### config.mk
export PLATFORM = sky130hd
export DESIGN_NAME = tlc_core
export DESIGN_NICKNAME = d
export VERILOG_FILES = /design/src/tlc_pkg.sv /design/src/tlc_fifo.sv /design/src/tlc_core.sv
export SDC_FILE = /design/constraint.sdc
export NUM_CORES = 1
export LEC_CHECK = 0
export ABC_AREA = 1
export CORE_MARGIN = 2
export CORE_UTILIZATION = 44
export CTS_BUF_LIST = sky130_fd_sc_hd__clkbuf_8
export DETAILED_ROUTE_END_ITERATION = 16
export DONT_BUFFER_PORTS = 1
export PLACE_DENSITY = 0.56
export SYNTH_ARGS = -nofsm -noshare
export SYNTH_HDL_FRONTEND = slang
export SYNTH_SLANG_ARGS = --single-unit
### constraint.sdc
create_clock -name clk -period 2.89 [get_ports clk]
set_input_delay 0.1445 -clock clk [delete_from_list [all_inputs] [get_ports clk]]
set_output_delay 0.1445 -clock clk [all_outputs]
set_load 0.005 [all_outputs]
### src/tlc_pkg.sv
/*
  tlc package: auxiliary command codes, address modes, command byte fields
  and status bit positions for the talk/listen/control state logic.
  assumes nothing of its surroundings beyond a single synchronous clock.
*/
package tlc_pkg;
  // address modes (low two bits of the address mode setting)
  localparam logic [1:0] MODE_NONE = 2'h0;
  localparam logic [1:0] MODE_ONE = 2'h1;
  localparam logic [1:0] MODE_TWO = 2'h2;
  localparam logic [1:0] MODE_THREE = 2'h3;
  // auxiliary command codes accepted on the command strobe
  localparam logic [3:0] AUX_NOP = 4'h0;
  localparam logic [3:0] AUX_TCA = 4'h1;      // take control asynchronously
  localparam logic [3:0] AUX_TCS = 4'h2;      // take control synchronously
  localparam logic [3:0] AUX_GTS = 4'h3;      // go to standby
  localparam logic [3:0] AUX_LISTEN = 4'h4;
  localparam logic [3:0] AUX_LUNL = 4'h5;     // local unlisten
  localparam logic [3:0] AUX_VALID = 4'h6;
  localparam logic [3:0] AUX_NONVALID = 4'h7;
  localparam logic [3:0] AUX_BECOME_CIC = 4'h8;
  // bus command byte groups (bits 6:5)
  localparam logic [1:0] GRP_UNIV = 2'h0;
  localparam logic [1:0] GRP_LISTEN = 2'h1;
  localparam logic [1:0] GRP_TALK = 2'h2;
  localparam logic [1:0] GRP_SECOND = 2'h3;
  localparam int ADDR_LSB = 0;
  localparam int ADDR_W = 5;
  localparam logic [7:0] CMD_TCT = 8'h09;
  localparam logic [4:0] ADDR_UNADDR = 5'h1f;
  // address status bit positions
  localparam int AS_MAJOR_MINOR_SELECT_BIT = 0;
  localparam int AS_TA = 1;
  localparam int AS_LA = 2;
  localparam int AS_TALK_PRIMARY_SEEN_BIT = 3;
  localparam int AS_LISTEN_PRIMARY_SEEN_BIT = 4;
  localparam int AS_ATN_N = 5;
  localparam int AS_CIC = 6;
  localparam int AS_W = 7;
  // status flag positions in the event vector
  localparam int EV_DI = 0;
  localparam int EV_DO = 1;
  localparam int EV_CO = 2;
  localparam int EV_ADDRESS_CHANGE_FLAG = 3;
  localparam int EV_APT = 4;
  localparam int EV_END = 5;
  localparam int EV_W = 6;
  // fifo geometry
  localparam int FIFO_W = 8;
  localparam int FIFO_D = 4;
  // controller states
  typedef enum logic [1:0] {
    CS_IDLE = 2'b00,
    CS_ACTIVE = 2'b01,
    CS_STANDBY = 2'b10,
    CS_SYNC_WAIT = 2'b11
  } tlc_ctrl_t;
endpackage : tlc_pkg

### src/tlc_fifo.sv
/*
  tlc fifo: small flop-based first-in first-out buffer with valid/ready on
  both sides. assumes a single clock and a synchronous active-high reset.
*/
`timescale 1ns/1ps
module tlc_fifo #(
  parameter int WIDTH = 8,
  parameter int DEPTH = 4
) (
  // clock and reset
  input wire logic clk,
  input wire logic sys_rst,
  // fill side
  input wire logic in_valid,
  output logic in_ready,
  input wire logic [WIDTH-1:0] in_data,
  // drain side
  output logic out_valid,
  input wire logic out_ready,
  output logic [WIDTH-1:0] out_data
);
  localparam int AW = $clog2(DEPTH);
  logic [WIDTH-1:0] mem [DEPTH];  // storage
  logic [AW-1:0] wr_ptr;
  logic [AW-1:0] rd_ptr;
  logic [AW:0] count;  // occupancy, one bit wider than pointers
  wire do_push = in_valid && in_ready;
  wire do_pop = out_valid && out_ready;
  assign in_ready = (count != DEPTH[AW:0]);  // honest full
  assign out_valid = (count != '0);  // honest empty
  assign out_data = mem[rd_ptr];

  ////////////////////////////////////////////////////////////////////////
  // pointers and count
  always_ff @(posedge clk) begin
    if (sys_rst) begin
      wr_ptr <= '0;
      rd_ptr <= '0;
      count <= '0;
    end else begin
      if (do_push) wr_ptr <= (wr_ptr == AW'(DEPTH - 1)) ? '0 : wr_ptr + 1'b1;
      if (do_pop) rd_ptr <= (rd_ptr == AW'(DEPTH - 1)) ? '0 : rd_ptr + 1'b1;
      count <= count + {{AW{1'b0}}, do_push} - {{AW{1'b0}}, do_pop};
    end
  end

  // storage write; no reset needed for data
  always_ff @(posedge clk) begin
    if (do_push) mem[wr_ptr] <= in_data;
  end
endmodule : tlc_fifo

### src/tlc_core.sv
/*
  tlc core: talker/listener/controller state logic of one bus port.
  assumes bus command bytes arrive as one-cycle strobes after handshake
  acceptance, data-byte completion is reported by the handshake engine,
  and software clears status flags with a one-cycle clear strobe.
*/
`timescale 1ns/1ps
module tlc_core
  import tlc_pkg::*;
(
  // clock and reset
  input wire logic clk,
  input wire logic sys_rst,
  // configuration
  input wire logic [1:0] address_mode_reg,
  input wire logic talk_only,
  input wire logic listen_only,
  input wire logic [4:0] first_address_reg,
  input wire logic [4:0] second_address_reg,
  // auxiliary command strobe
  input wire logic aux_valid,
  input wire logic [3:0] aux_cmd,
  // status clear strobe (one bit per flag)
  input wire logic [EV_W-1:0] flag_clear,
  // bus side: received command and data events
  input wire logic bus_cmd_valid,
  input wire logic [7:0] bus_cmd,
  input wire logic bus_atn_in,
  input wire logic bus_byte_done,
  input wire logic bus_end_seen,
  // received data stream into fifo
  input wire logic rx_valid,
  input wire logic [7:0] rx_data,
  output logic rx_ready,
  // received data stream to software
  output logic host_rx_valid,
  input wire logic host_rx_ready,
  output logic [7:0] host_rx_data,
  // outputs
  output logic atn_out,
  output logic dac_holdoff,
  output logic [AS_W-1:0] address_status_reg,
  output logic [EV_W-1:0] status_flags,
  output logic [7:0] command_pass_through_reg
);
  ////////////////////////////////////////////////////////////////////////
  // state
  tlc_ctrl_t ctrl, next_ctrl;  // controller function
  logic talker_addressed_bit;
  logic listener_addressed_bit;
  logic talk_primary_seen_bit;
  logic listen_primary_seen_bit;
  logic major_minor_select_bit;
  logic holdoff;  // dac held false pending valid/non-valid
  logic tct_pending;  // tct sent, waiting for its acceptance
  logic [7:0] cpt;  // last passed-through secondary

  ////////////////////////////////////////////////////////////////////////
  // command decode
  wire aux_tca = aux_valid && (aux_cmd == AUX_TCA);
  wire aux_tcs = aux_valid && (aux_cmd == AUX_TCS);
  wire aux_gts = aux_valid && (aux_cmd == AUX_GTS);
  wire aux_listen = aux_valid && (aux_cmd == AUX_LISTEN);
  wire aux_lunl = aux_valid && (aux_cmd == AUX_LUNL);
  wire aux_ok = aux_valid && (aux_cmd == AUX_VALID) && holdoff;
  wire aux_bad = aux_valid && (aux_cmd == AUX_NONVALID) && holdoff;
  wire aux_cic = aux_valid && (aux_cmd == AUX_BECOME_CIC);
  wire [1:0] grp = bus_cmd[6:5];
  wire [4:0] adr = bus_cmd[ADDR_LSB +: ADDR_W];
  wire cmd_talk = bus_cmd_valid && (grp == GRP_TALK);
  wire cmd_listen = bus_cmd_valid && (grp == GRP_LISTEN);
  wire cmd_second = bus_cmd_valid && (grp == GRP_SECOND);
  wire cmd_primary = bus_cmd_valid && !cmd_second;
  wire cmd_tct = bus_cmd_valid && (bus_cmd == CMD_TCT);
  wire hit_major = (adr == first_address_reg);
  wire hit_minor = (adr == second_address_reg);
  // mode two has a single primary; modes one and three have two
  wire mode_1 = (address_mode_reg == MODE_ONE);
  wire mode_2 = (address_mode_reg == MODE_TWO);
  wire mode_3 = (address_mode_reg == MODE_THREE);
  wire prim_hit = mode_2 ? hit_major : (hit_major || hit_minor);
  wire unlisten = cmd_listen && (adr == ADDR_UNADDR);
  wire untalk = cmd_talk && (adr == ADDR_UNADDR);
  wire my_talk = cmd_talk && !untalk && prim_hit;
  wire my_listen = cmd_listen && !unlisten && prim_hit;
  wire other_talk = cmd_talk && !my_talk;  // another talker or untalk was named
  // mode two secondary compares with the second address register
  wire sec_hit = (adr == second_address_reg);
  wire any_pas = talk_primary_seen_bit || listen_primary_seen_bit;
  wire m2_sec_ok = mode_2 && cmd_second && any_pas && sec_hit;
  wire m2_sec_bad = mode_2 && cmd_second && any_pas && !sec_hit;
  wire m3_sec = mode_3 && cmd_second && any_pas;
  wire in_charge = (ctrl == CS_ACTIVE);

  ////////////////////////////////////////////////////////////////////////
  // talker / listener selection
  // set requests (activating either one clears the other)
  wire set_ta = (mode_1 && my_talk) || (m2_sec_ok && talk_primary_seen_bit) ||
                (aux_ok && talk_primary_seen_bit);
  wire set_la = (mode_1 && my_listen) || (m2_sec_ok && listen_primary_seen_bit) ||
                (aux_ok && listen_primary_seen_bit) ||
                (aux_listen && in_charge);
  wire clr_ta = other_talk || untalk || (aux_bad && talk_primary_seen_bit) ||
                (m2_sec_bad && talk_primary_seen_bit);
  wire clr_la = unlisten || (aux_lunl && in_charge) ||
                (aux_bad && listen_primary_seen_bit) ||
                (m2_sec_bad && listen_primary_seen_bit);
  // talk-only / listen-only override addressing
  wire next_ta = talk_only ? 1'b1 : listen_only ? 1'b0 :
                 set_ta ? 1'b1 : (set_la || clr_ta) ? 1'b0 : talker_addressed_bit;
  wire next_la = talk_only ? 1'b0 : listen_only ? 1'b1 :
                 set_ta ? 1'b0 : set_la ? 1'b1 : clr_la ? 1'b0 : listener_addressed_bit;
  // primary-seen bits (modes two and three only): set on own primary, cleared by any other primary
  wire use_ext = mode_2 || mode_3;
  wire next_talk_primary_seen_bit = (use_ext && cmd_primary) ? my_talk : talk_primary_seen_bit;
  wire next_listen_primary_seen_bit = (use_ext && cmd_primary) ? my_listen : listen_primary_seen_bit;
  wire next_major_minor_select_bit = ((my_talk || my_listen) && !mode_2) ? (!hit_major && hit_minor)
                   : major_minor_select_bit;
  wire addr_change = (next_ta != talker_addressed_bit) ||
                     (next_la != listener_addressed_bit);

  ////////////////////////////////////////////////////////////////////////
  // controller function
  always_comb begin
    next_ctrl = ctrl;
    unique case (ctrl)
      CS_IDLE: begin
        if (aux_cic) next_ctrl = CS_ACTIVE;
      end
      CS_ACTIVE: begin
        if (tct_pending && bus_byte_done) next_ctrl = CS_IDLE;
        else if (aux_gts) next_ctrl = CS_STANDBY;
      end
      CS_STANDBY: begin
        if (aux_tca) next_ctrl = CS_ACTIVE;
        else if (aux_tcs) next_ctrl = CS_SYNC_WAIT;
      end
      CS_SYNC_WAIT: begin
        // atn after the current byte completes or at holdoff on end, or at once on tca
        if (aux_tca) next_ctrl = CS_ACTIVE;
        else if (bus_byte_done || bus_end_seen) next_ctrl = CS_ACTIVE;
      end
    endcase
  end
  wire regain = (next_ctrl == CS_ACTIVE) && (ctrl != CS_ACTIVE);

  ////////////////////////////////////////////////////////////////////////
  // event sources; set wins over clear
  logic [EV_W-1:0] ev;
  always_comb begin
    ev = '0;
    ev[EV_CO] = regain || (in_charge && bus_byte_done && !tct_pending);
    ev[EV_ADDRESS_CHANGE_FLAG] = addr_change;
    ev[EV_APT] = m3_sec;
    ev[EV_DO] = (set_ta && !talker_addressed_bit) ||
                (talker_addressed_bit && !bus_atn_in && bus_byte_done);  // data bytes move only with atn released
    ev[EV_DI] = host_rx_valid && !status_flags[EV_DI] && listener_addressed_bit;
    ev[EV_END] = bus_end_seen;
  end
  wire [EV_W-1:0] next_flags = ev | (status_flags & ~flag_clear);

  ////////////////////////////////////////////////////////////////////////
  // registers, part one: controller and addressing
  always_ff @(posedge clk) begin
    if (sys_rst) begin
      ctrl <= CS_IDLE;
      talker_addressed_bit <= 1'b0;
      listener_addressed_bit <= 1'b0;
      talk_primary_seen_bit <= 1'b0;
      listen_primary_seen_bit <= 1'b0;
      major_minor_select_bit <= 1'b0;
    end else begin
      ctrl <= next_ctrl;
      talker_addressed_bit <= next_ta;
      listener_addressed_bit <= next_la;
      talk_primary_seen_bit <= next_talk_primary_seen_bit;
      listen_primary_seen_bit <= next_listen_primary_seen_bit;
      major_minor_select_bit <= next_major_minor_select_bit;
    end
  end

  // registers, part two: holdoff, pass-through and flags
  always_ff @(posedge clk) begin
    if (sys_rst) begin
      holdoff <= 1'b0;
      tct_pending <= 1'b0;
      cpt <= 8'h00;
      status_flags <= '0;
    end else begin
      // a mode-three secondary after an own primary re-arms the holdoff; valid/non-valid releases it
      holdoff <= m3_sec ? 1'b1 : (aux_ok || aux_bad) ? 1'b0 : holdoff;
      if (m3_sec) cpt <= bus_cmd;
      // tct written while in charge; released once ctrl leaves CS_ACTIVE
      tct_pending <= (in_charge && cmd_tct) ? 1'b1 :
                     (ctrl != CS_ACTIVE) ? 1'b0 : tct_pending;
      status_flags <= next_flags;
    end
  end

  ////////////////////////////////////////////////////////////////////////
  // outputs from flops
  always_ff @(posedge clk) begin
    if (sys_rst) begin
      atn_out <= 1'b0;
      dac_holdoff <= 1'b0;
      address_status_reg <= '0;
      command_pass_through_reg <= 8'h00;
    end else begin
      atn_out <= (next_ctrl == CS_ACTIVE);
      dac_holdoff <= m3_sec ? 1'b1 : (aux_ok || aux_bad) ? 1'b0 : holdoff;
      address_status_reg[AS_TA] <= next_ta;
      address_status_reg[AS_LA] <= next_la;
      address_status_reg[AS_TALK_PRIMARY_SEEN_BIT] <= next_talk_primary_seen_bit;
      address_status_reg[AS_LISTEN_PRIMARY_SEEN_BIT] <= next_listen_primary_seen_bit;
      address_status_reg[AS_MAJOR_MINOR_SELECT_BIT] <= next_major_minor_select_bit;
      address_status_reg[AS_ATN_N] <= !bus_atn_in;
      address_status_reg[AS_CIC] <= (next_ctrl != CS_IDLE);
      command_pass_through_reg <= m3_sec ? bus_cmd : cpt;
    end
  end

  ////////////////////////////////////////////////////////////////////////
  // received data buffer; its full state stalls the bus handshake
  tlc_fifo #(
    .WIDTH(FIFO_W),
    .DEPTH(FIFO_D)
  ) u_rx_fifo (
    .clk(clk),
    .sys_rst(sys_rst),
    .in_valid(rx_valid),
    .in_ready(rx_ready),
    .in_data(rx_data),
    .out_valid(host_rx_valid),
    .out_ready(host_rx_ready),
    .out_data(host_rx_data)
  );
endmodule : tlc_core

==> summary.md, run 1 <==
| Metric | Value |
|---|---|
| Die area | `7900 um^2` |
| Normalized max-slew margin | `0.402` |
| Via-to-Cell Ratio | `4.99` |
| Drt first pass iters | `4` |
| Peak VDD IR | `0.311 mV` |
| Worst Path Max Fanout | `4` |
| Initial Util | `0.461` |
| CTS Root Cell | `clkbuf_8` |
| Core box area | `6870 um^2` |
| IO Pins | `82` |
| Register bit total from synthesis | `67` |
| Synthesized Nets | `432` |
| Final Worst Setup Slack | `0.774 ns` |
| Vias in the first global route | `2470` |
| Placed Cells | `460` |
| F_max | `0.473 GHz` |
| Final period utilization | `0.732` |
| Post-synthesis cell count | `375` |
| Detailed placement HPWL | `4.99 mm` |
| DR WL/cell | `14.2 um` |
| Reg-to-reg slack, setup | `0.77 ns` |
| Max clock buf depth | `2` |
| Antenna violations before repair | `0` |
| Top layer in use | `met4` |
| Total number of vias | `2476` |
| Clock transition at path regs | `0.08 ns` |
| Maxcap violations | `0` |
| Synth area leaders | `edfxtp_1 (30%), dfxtp_1 (22%), nand2_1 (6.9%)` |
| Netlist cell types | `34` |
| Area leader, netlist | `edfxtp_1` |
| Share of cells above drive strength 1 | `0.0950` |
| Final GP Congestion | `0.816` |
| Worst Setup Start Kind | `flop` |
| Nets | `452` |
| DR iter-0 viols | `99` |
| CTS buffer count | `9` |
| Worst setup EP type | `flop` |
| Multi-input logic area | `1240 um^2` |
| Cell Chain, Critical Path | `nor3_1 -> inv_1 -> nand2_1 -> inv_1 -> ha_1 -> inv_1 -> ha_1 -> inv_1 -> fa_1 -> inv_1 -> o21ai_0 -> a21oi_1` |
| GR Util All Layers | `0.193` |
| Fin cells | `496` |
| Number of remaining DRC errors | `0` |
| Slowest cell delay on critical path | `0.39 ns` |
| Synth top area share | `0.303` |
| Rows | `30` |
| Clock sink total | `67` |
| Critical path class | `reg2reg` |
| Final number of max-transition violations | `0` |
| Worst-Skew Late Latency | `0.34 ns` |
| FF/Latch Area | `1660 um^2` |
| Worst Hold Class | `in2reg` |
| Number of flip-flops in the largest register | `32` |
| Worst Path Required | `3.17 ns` |
| Area growth, synth to finish | `14.7%` |
| Critical Path AT | `2.39 ns` |
| Largest net degree at the start of global routing | `22` |
| Worst slew pin tran | `0.894 ns` |
| Remaining global-route overflow | `0` |
| Die W | `88.9 um` |
| Total Routed Length | `7.06 mm` |
| Status | `finished, final reports clean` |
| Sequential-to-total area share from yosys stat | `0.524` |
| Core Util, Final | `0.529` |
| Synth Warn # | `0` |
| Fill cell count | `664` |
| H-Tree Depth | `3` |
| Routed wl met2 | `3.24 mm` |
| WP buf/inv | `5` |
| Final ANT Viol Nets | `0` |
| Slowest-stage cell, CP | `fa_1` |
| Die Y | `88.9 um` |
| CP top delay family | `adder cells` |
| Setup-failing EPs final | `0` |
| Met3 wire len | `421 um` |
| Setup TNS | `0 ns` |
| Final Hold Viols | `0` |
| Met1 wire length | `3.32 mm` |
| CTS tree | `done` |
| Power Density | `676 nW/um^2` |
| Setup Skew | `0.0129 ns` |
| Leakage | `0.00149 uW` |
| First-pass GRT wire length | `11.5 mm` |
| Overall power | `2460 uW` |
| Gates resized, CTS repair | `0` |
| PortBufs | `0` |
| Antenna diodes | `0` |
| Min Tclk post-route | `2.12 ns` |
| Synth Cell Area | `3170 um^2` |
| RSZ-0062 raised after global routing | `false` |
| Avg Cell Area, Syn | `8.45 um^2` |
| Worst slack at placement | `0.762 ns` |
| Most used cell, CP | `inv_1` |
[tightest hold or removal path: stages]
cell     delay [ns]
inv_1          0.04
a21oi_1        0.06
nor2_1         0.07
[stage by stage]
step / hold WS (ns) / cell area (um^2)
after floorplan: 0.217 / 3170
after global placement: 0.214 / 3240
after detailed placement: 0.218 / 3240
after CTS: 0.00264 / 3630
after global routing: 0.0110 / 3630
final: 0.00795 / 3630
[where the power goes]
part / total, uW / internal (uW) / switching (uW)
clock network: 787 / 402 / 384
logic: 483 / 173 / 310
registers: 1190 / 1110 / 82.5
total: 2460 / 1680 / 777
[path summary, 6_finish.rpt]
check / from / end / cells after the start
worst max-delay path: u_rx_fifo.count[2] / u_rx_fifo.count[2] / 12
worst min-delay path: flag_clear[2] / status_flags[2] / 3
worst max register to register: u_rx_fifo.count[2] / u_rx_fifo.count[2] / 12
worst min register to register: status_flags[4] / status_flags[4] / 2
[synth_stat cells]
cell and n:
nor2_2 4, nor4_1 5, nor2_1 57, clkinv_1 2, clkbuf_1 4, or2_1 1
nand2_2 3, o21ai_0 29, buf_1 1, o21ai_1 3, o22ai_1 8, nor3_1 4
buf_2 2, xor2_1 4, nand3b_1 1, edfxtp_1 32, a211oi_1 2, nand3_1 12
nand4_1 6, or2_2 1, dfxtp_1 35, nand3_2 3, inv_1 46, a32oi_1 1
nand2_1 58, nor3_2 2, inv_2 7, o211a_1 1, buf_4 5, xnor2_1 3
a21oi_1 24, fa_1 1, a31oi_1 1, ha_1 7
[cell usage in the layout, fill, tap and decap left out, drive strengths merged]
master	synthesis	final
fa	1	1
or2	2	2
a31oi	1	1
nand3	15	15
bufinv	0	1
dfxtp	35	35
inv	53	55
dlygate4sd3	0	20
nor3	6	6
nand4	6	6
a32oi	1	1
clkbuf	4	9
edfxtp	32	32
clkinvlp	0	3
ha	7	7
o22ai	8	8
a211oi	2	2
xor2	4	4
xnor2	3	3
nand3b	1	1
clkinv	2	3
nor2	61	61
o21ai	32	32
nor4	5	5
a21oi	24	24
nand2	61	61
o211a	1	1
buf	8	1
[logic make-up (layout without fill, tap and decap cells)]
kind of cell | count (synthesis) | after routing | share of synthesized area
AND/OR/NAND/NOR | 157 | 157 | 0.219
adder cells (fa/ha/maj) | 8 | 8 | 0.0340
XOR/XNOR | 7 | 7 | 0.0194
AO/OA/AOI/OAI | 69 | 69 | 0.117
flip-flops | 67 | 67 | 0.524
buffers and inverters | 67 | 92 | 0.0861
[layer usage]
metal,global-route usage,vias up
li1,-,1275
met1,0.245,1136
met2,0.308,57
met3,0.0625,8
met4,0.0702,0
met5,0,-
[timing repair]
item,4_1_cts,5_1_grt
hold buffers,20,0
hold endpoints to repair,57,0
setup endpoints to repair,0,0
setup buffers,0,0
[cell type report]
type | count | share of cell area
Clock inverter | 7 | 0.0207
Sequential cell | 67 | 0.457
Timing Repair Buffer | 21 | 0.0571
Multi-Input combinational cell | 241 | 0.341
Clock buffer | 9 | 0.0341
Inverter | 55 | 0.0568
Tap cell | 96 | 0.0330
Note: power is estimated with default switching activity, not from simulation.
==> run 2, diff against run 1 <==
- ABC_AREA: 1 -> 0
- PLACE_DENSITY: 0.56 -> 0.58
- clock period: 2.89 -> 1.8 ns (I/O delays scaled with it)
==> run 2 against run 1 <==
Net effect: the run now ends with hold timing, setup timing left; register-to-register slack worse by 0.99 ns; sequential power is 52% higher; final cell count is 21% lower; combinational power rose by 63%; critical path type unchanged.
==> summary.md, run 2 <==
| Metric | Value |
|---|---|
| CTS tree | `done (unchanged)` |
| Total Routed Length | `6.25 mm (was 7.06 mm)` |
| Worst Setup Start Kind | `flop (unchanged)` |
| Via-to-Cell Ratio | `5.41 (was 4.99)` |
| Nets | `365 (was 452)` |
| Antenna diodes | `0 (unchanged)` |
| Power Density | `1060 nW/um^2 (was 676 nW/um^2)` |
| Max clock buf depth | `2 (unchanged)` |
| Leakage | `0.00143 uW (was 0.00149 uW)` |
| Final number of max-transition violations | `0 (unchanged)` |
| Area leader, netlist | `edfxtp_1 (unchanged)` |
| Worst Path Required | `2.03 ns (was 3.17 ns)` |
| Final Hold Viols | `20 (was 0)` |
| Sequential-to-total area share from yosys stat | `0.543 (was 0.524)` |
| Slowest cell delay on critical path | `0.39 ns (about the same)` |
| Critical path class | `reg2reg (unchanged)` |
| Clock sink total | `67 (unchanged)` |
| Most common cell after layout, fill and taps aside | `edfxtp_1 (was nand2_1)` |
| Synth area leaders | `edfxtp_1 (31%), dfxtp_1 (23%), mux4_2 (5.9%) (was edfxtp_1 (30%), dfxtp_1 (22%), nand2_1 (6.9%))` |
| Die W | `87.4 um (was 88.9 um)` |
| Number of flip-flops in the largest register | `32 (unchanged)` |
| Hold-fix buffers, CTS | `24 (was 20)` |
| Fill cell count | `572 (was 664)` |
| Reg2reg end | `u_rx_fifo.count[2] (unchanged)` |
| Top-count cell post-synth | `dfxtp_1 (was nand2_1)` |
| Clock transition at path regs | `0.08 ns (about the same)` |
| Peak VDD IR | `0.438 mV (was 0.311 mV)` |
| GR Util All Layers | `0.170 (was 0.193)` |
| First-pass GRT wire length | `9.81 mm (was 11.5 mm)` |
| F_max | `0.497 GHz (was 0.473 GHz)` |
| WP buf/inv | `3 (was 5)` |
| Critical Path AT | `2.24 ns (was 2.39 ns)` |
| Netlist cell types | `53 (was 34)` |
| Reg-to-reg slack, setup | `-0.21 ns (was 0.77 ns)` |
| Total number of vias | `2127 (was 2476)` |
| Worst Hold Class | `in2reg (unchanged)` |
| Area growth, synth to finish | `24.6% (was 14.7%)` |
| DR WL/cell | `15.9 um (was 14.2 um)` |
| Detailed placement HPWL | `4.41 mm (was 4.99 mm)` |
| PortBufs | `0 (unchanged)` |
| Synthesized Nets | `326 (was 432)` |
| Setup TNS | `-0.277 ns (was 0 ns)` |
| CTS Root Cell | `clkbuf_8 (unchanged)` |
| CTS buffer count | `9 (unchanged)` |
| Worst-Skew Late Latency | `0.34 ns (about the same)` |
| Worst Path Max Fanout | `2 (was 4)` |
| Slowest-stage cell, CP | `or3_4 (was fa_1)` |
| Synth top area share | `0.314 (was 0.303)` |
| Failing checks | `hold timing, setup timing` |
| Min Tclk post-route | `2.01 ns (was 2.12 ns)` |
| Post-synthesis cell count | `269 (was 375)` |
| Worst setup EP type | `flop (unchanged)` |
| Synth Flop Type | `dfxtp_1 (unchanged)` |
| Cell Chain, Critical Path | `or3_4 -> nand2_4 -> inv_4 -> ha_4 -> inv_2 -> ha_4 -> inv_2 -> fa_2 -> xor2_1 -> xnor2_1 -> nor2_1 (was nor3_1 -> inv_1 -> nand2_1 -> inv_1 -> ha_1 -> inv_1 -> ha_1 -> inv_1 -> fa_1 -> inv_1 -> o21ai_0 -> a21oi_1)` |
| RSZ-0062 raised after global routing | `true (was false)` |
| Worst hold slack | `-0.193 ns (was 0.00795 ns)` |
| Setup crit end | `u_rx_fifo.count[2] (unchanged)` |
| DR iter-0 viols | `56 (was 99)` |
| CP Launch Point | `u_rx_fifo.count[1] (was u_rx_fifo.count[2])` |
| Initial Util | `0.453 (was 0.461)` |
| EDFF count, synth | `32 (unchanged)` |
| Most frequent cells in the layout | `edfxtp_1 (32), dfxtp_1 (30), nor2_1 (28) (was nand2_1 (58), nor2_1 (57), inv_1 (46))` |
| Die Y | `87.4 um (was 88.9 um)` |
| Antenna violations before repair | `0 (unchanged)` |
| Final ANT Viol Nets | `0 (unchanged)` |
| Die area | `7640 um^2 (was 7900 um^2)` |
| R2R cell count | `11 (was 12)` |
| Placed Cells | `348 (was 460)` |
| Vias in the first global route | `2128 (was 2470)` |
| Status | `finished, violations left (was finished, final reports clean)` |
| Setup Skew | `0.00972 ns (was 0.0129 ns)` |
| Final Worst Setup Slack | `-0.212 ns (was 0.774 ns)` |
| Synth top cells by count | `dfxtp_1 (35), edfxtp_1 (32), nor2_1 (29) (was nand2_1 (58), nor2_1 (57), inv_1 (46))` |
| CP top delay family | `adder cells (unchanged)` |
| Drt first pass iters | `4 (unchanged)` |
| Normalized max-slew margin | `0.689 (was 0.402)` |
| IO Pins | `82 (unchanged)` |
| Avg Cell Area, Syn | `11.4 um^2 (was 8.45 um^2)` |
| R2R Path Start | `u_rx_fifo.count[1] (was u_rx_fifo.count[2])` |
| Asr flop ratio synth | `0 (unchanged)` |
| H-Tree Depth | `3 (unchanged)` |
| Share of cells above drive strength 1 | `0.236 (was 0.0950)` |
| Synth Warn # | `0 (unchanged)` |
| Fin cells | `393 (was 496)` |
| Largest net degree at the start of global routing | `32 (was 22)` |
| Worst slew pin tran | `0.466 ns (was 0.894 ns)` |
| Core box area | `6760 um^2 (was 6870 um^2)` |
| Remaining global-route overflow | `0 (unchanged)` |
| Crit. path cell count | `11 (was 12)` |
| Synth Cell Area | `3060 um^2 (was 3170 um^2)` |
| Final period utilization | `1.12 (was 0.732)` |
| Maxcap violations | `0 (unchanged)` |
| Rows | `30 (unchanged)` |
| Final GP Congestion | `0.772 (was 0.816)` |
| Setup-failing EPs final | `2 (was 0)` |
| Number of remaining DRC errors | `0 (unchanged)` |
| Register bit total from synthesis | `67 (unchanged)` |
-- run 2: cell types whose count changed in the layout (fill, tap and decap cells not counted), sizes merged, moves of 6 or more --
| cell | delta |
|---|---|
| o21ai | -22 |
| inv | -37 |
| nand3 | -8 |
| mux2i | +6 |
| o22ai | -8 |
| nor2b | +8 |
| buf | +17 |
| a21oi | -10 |
| and3 | +6 |
| nand2 | -45 |
| mux4 | +8 |
| nor2 | -32 |
-- run 2: cells by family (layout without fill, tap and decap cells) --
group | count (synthesis) | after routing | synth area share
buffers and inverters | 27 | 71 | 0.0396
DFF | 67 | 67 | 0.543
xor gates and xnor gates | 13 | 13 | 0.0372
adders and majority gates | 8 | 8 | 0.0351
AOI/OAI and AO/OA | 43 | 43 | 0.0952
and+or+nand+nor | 96 | 96 | 0.168
muxes | 15 | 15 | 0.0821
-- run 2: cell type report --
cell class	instances	area, um^2	area share
Sequential cell	67	1670	0.438
Multi-Input combinational cell	175	1390	0.364
Timing Repair Buffer	41	369	0.0967
Clock buffer	9	124	0.0325
Clock inverter	7	108	0.0282
Tap cell	80	100	0.0262
Inverter	14	55.1	0.0144
-- run 2: power breakdown --
part | switching, uW | internal (uW) | leakage, uW | total, uW
sequential | 77.6 | 1740 | 0.000581 | 1810
combinational | 364 | 422 | 0.000730 | 786
clock | 625 | 808 | 0.000114 | 1430
-- run 2: timing repair --
item,4_1_cts,5_1_grt
gates resized for setup,2,19
setup buffers,0,6
hold endpoints to repair,67,19
pin swaps,7,12
endpoints found under the setup margin,2,9
-- run 2: per-layer routing --
layer | up-vias | GRT usage | part of all wire
met1 | 1014 | 0.191 | 0.41
met3 | 4 | 0.0483 | 0.055
met2 | 57 | 0.295 | 0.53
li1 | 1052 | - | -
met4 | 0 | 0.0811 | 0.0082
met5 | - | 0 | 0
-- run 2: per-stage QoR --
stage	util	setup slack (ns)	power (uW)	hold WS, ns	area, um^2
floorplan	-	-0.276	2400	0.162	3100
global placement	0.477	-0.244	2580	0.164	3220
detailed placement	0.477	-0.260	2600	0.165	3220
CTS	0.548	-0.247	4090	-0.214	3700
global route	0.565	-0.287	4260	-0.217	3820
finish	0.565	-0.212	4030	-0.193	3820
-- run 2: worst min path at each step --
stage | startpoint | end | slack, ns | cells past startpoint
CTS | sys_rst | status_flags[1] | -0.21 | 1
detailed placement | sys_rst | status_flags[1] | 0.17 | 1
global placement | sys_rst | status_flags[1] | 0.16 | 1
floorplan | bus_atn_in | address_status_reg[5] | 0.16 | 1
finish | sys_rst | status_flags[1] | -0.19 | 1
global route | sys_rst | status_flags[1] | -0.22 | 1
==> run 3, diff against run 2 <==
- SLEW_MARGIN: not set -> 25
- clock period: 1.8 -> 1.7 ns (I/O delays scaled with it)
==> run 3 against run 2 <==
Net effect: the flow still finishes with violations (hold timing, setup timing); wire length rose by 1.2%; register-to-register slack got worse by 0.09 ns; die area did not move; non-clock buffer count fell by 2; via count fell by 0.42%; total power rose by 8.9%; fmax rose by 0.32%; final cell count fell by 0.51%; clock skew fell by 0.0010 ns; critical path type unchanged; highest routed layer unchanged.
==> summary.md, run 3 (synthesized netlist as in run 2, its figures left out) <==
| Metric | Value |
|---|---|
| Final Hold Viols | `26 (was 20)` |
| Clock sink total | `67 (unchanged)` |
| Worst Path Required | `1.94 ns (was 2.03 ns)` |
| Leakage | `0.00141 uW (was 0.00143 uW)` |
| Hold EP | `status_flags[1] (unchanged)` |
| Hold path depth | `1 (unchanged)` |
| Reg-to-reg slack, setup | `-0.31 ns (was -0.21 ns)` |
| Worst Setup Start Kind | `flop (unchanged)` |
| F_max | `0.499 GHz (was 0.497 GHz)` |
| Min Tclk post-route | `2.01 ns (about the same)` |
| DR iter-0 viols | `53 (was 56)` |
| Initial Util | `0.453 (unchanged)` |
| Sequential share of power | `0.435 (was 0.450)` |
| Failing checks | `hold timing, setup timing (unchanged)` |
| Vias in the first global route | `2151 (was 2128)` |
| Final number of max-transition violations | `0 (unchanged)` |
| IO Pins | `82 (unchanged)` |
| Setup TNS | `-0.494 ns (was -0.277 ns)` |
| Nets | `363 (was 365)` |
| Core box area | `6760 um^2 (unchanged)` |
| Share of cells above drive strength 1 | `0.241 (was 0.236)` |
| DP Area | `3300 um^2 (was 3220 um^2)` |
| CTS Root Cell | `clkbuf_8 (unchanged)` |
| Proportion of power drawn by combinational gates | `0.193 (was 0.195)` |
| Worst hold slack | `-0.200 ns (was -0.193 ns)` |
| Drt first pass iters | `4 (unchanged)` |
| Die area | `7640 um^2 (unchanged)` |
| Worst slew pin tran | `0.371 ns (was 0.466 ns)` |
| H-Tree Depth | `3 (unchanged)` |
| Final GP Congestion | `0.759 (was 0.772)` |
| Power Density | `1170 nW/um^2 (was 1060 nW/um^2)` |
| R2R Path Start | `u_rx_fifo.count[1] (unchanged)` |
| Largest net degree at the start of global routing | `32 (unchanged)` |
| RSZ-0062 raised after global routing | `true (unchanged)` |
| Fin cells | `391 (was 393)` |
| Detailed placement HPWL | `4.52 mm (was 4.41 mm)` |
| Status | `finished, violations left (unchanged)` |
| Pint | `3280 uW (was 2970 uW)` |
| CTS tree | `done (unchanged)` |
| R2R cell count | `11 (unchanged)` |
| Total number of vias | `2118 (was 2127)` |
| DR WL/cell | `16.2 um (was 15.9 um)` |
| Critical path class | `reg2reg (unchanged)` |
| Fin area | `3770 um^2 (was 3820 um^2)` |
| Total Routed Length | `6.33 mm (was 6.25 mm)` |
| Worst-Skew Late Latency | `0.35 ns (was 0.34 ns)` |
| Switch Pwr | `1110 uW (was 1070 uW)` |
| Final Worst Setup Slack | `-0.305 ns (was -0.212 ns)` |
| Overall power | `4390 uW (was 4030 uW)` |
| Worst slack at placement | `-0.368 ns (was -0.260 ns)` |
| Worst setup EP type | `flop (unchanged)` |
| Via-to-Cell Ratio | `5.42 (was 5.41)` |
| Clock transition at path regs | `0.08 ns (about the same)` |
| Max clock buf depth | `2 (unchanged)` |
| Setup Skew | `0.00869 ns (was 0.00972 ns)` |
| Die W | `87.4 um (unchanged)` |
| Worst Hold Class | `in2reg (unchanged)` |
| Antenna diodes | `0 (unchanged)` |
| Final ANT Viol Nets | `0 (unchanged)` |
| Clock power share | `0.372 (was 0.355)` |
| Normalized max-slew margin | `0.753 (was 0.689)` |
| Placed Cells | `356 (was 348)` |
| Min-delay src | `sys_rst (unchanged)` |
| Remaining global-route overflow | `0 (unchanged)` |
| Reg2reg end | `u_rx_fifo.count[2] (unchanged)` |
| Critical Path AT | `2.24 ns (about the same)` |
| Setup-failing EPs final | `3 (was 2)` |
| Rows | `30 (unchanged)` |
| Final period utilization | `1.18 (was 1.12)` |
| Most common cell after layout, fill and taps aside | `edfxtp_1 (unchanged)` |
| Number of remaining DRC errors | `0 (unchanged)` |
| Area growth, synth to finish | `23.0% (was 24.6%)` |
| Sw Share | `0.253 (was 0.264)` |
| Fill cell count | `589 (was 572)` |
| Worst Path Max Fanout | `2 (unchanged)` |
| Maxcap violations | `0 (unchanged)` |
| Die Y | `87.4 um (unchanged)` |
| Number of flip-flops in the largest register | `32 (unchanged)` |
| Peak VDD IR | `0.380 mV (was 0.438 mV)` |
| GR Util All Layers | `0.176 (was 0.170)` |
| PortBufs | `0 (unchanged)` |
| First-pass GRT wire length | `10.0 mm (was 9.81 mm)` |
| Antenna violations before repair | `0 (unchanged)` |
| Most frequent cells in the layout | `edfxtp_1 (32), dfxtp_1 (30), nor2_1 (29) (was edfxtp_1 (32), dfxtp_1 (30), nor2_1 (28))` |
| CTS buffer count | `9 (unchanged)` |
run 3: changes by cell type in the layout (fill, tap and decap cells not counted), sizes merged:
cell and change:
dlygate4sd3 -5, inv -2, clkinv +1, buf +3, bufinv +1
run 3: metrics by stage:
step,hold slack [ns],util
detailed placement,0.161,0.488
global route,-0.219,0.557
floorplan,0.157,-
global placement,0.160,0.488
CTS,-0.216,0.551
finish,-0.200,0.557
run 3: layer usage:
metal | part of all wire | GRT usage | vias up
li1 | - | - | 1045
met1 | 0.40 | 0.193 | 1002
met2 | 0.52 | 0.304 | 58
met3 | 0.060 | 0.0502 | 13
met4 | 0.024 | 0.0937 | 0
met5 | 0 | 0 | -
run 3: power groups by stage:
stage	clock network, uW	logic, uW	registers [uW]
finish	1630	849	1910
global route	1740	959	1930
CTS	1670	866	1910
detailed placement	0	825	1940
global placement	0	821	1940
floorplan	0	616	1930
run 3: layout make-up:
class | count | area, um^2 | area share
Clock buffer | 9 | 124 | 0.0329
Clock inverter | 7 | 124 | 0.0329
Inverter | 14 | 55.1 | 0.0146
Multi-Input combinational cell | 175 | 1350 | 0.357
Sequential cell | 67 | 1670 | 0.443
Tap cell | 80 | 100 | 0.0266
Timing Repair Buffer | 39 | 350 | 0.0930
run 3: worst max-delay path by stage:
stage	start	endpoint	slack (ns)	cells past startpoint
floorplan	u_rx_fifo.count[0]	u_rx_fifo.count[2]	-0.38	11
global placement	u_rx_fifo.count[0]	u_rx_fifo.count[2]	-0.34	11
detailed placement	u_rx_fifo.count[0]	u_rx_fifo.count[2]	-0.37	11
CTS	u_rx_fifo.count[1]	u_rx_fifo.count[2]	-0.34	11
global route	u_rx_fifo.count[1]	u_rx_fifo.count[2]	-0.39	11
finish	u_rx_fifo.count[1]	u_rx_fifo.count[2]	-0.31	11
run 3: repair_timing:
item | CTS | global route
pin swaps | 9 | 4
hold buffers | 17 | 1
setup endpoints to repair | 3 | 8
endpoints found under the hold margin | 67 | 26
resized for setup | 4 | 8
cloned | 0 | 0
buffers inserted | 0 | 1
run 3: worst max-delay path, cell delays in order, from the launching register on:
cell	delay [ns]
dfxtp_2	0.32
or3_4	0.39
nand2_4	0.08
inv_4	0.04
ha_4	0.20
inv_2	0.06
ha_4	0.11
inv_2	0.03
fa_2	0.32
xor2_1	0.15
xnor2_1	0.15
nor2_1	0.06
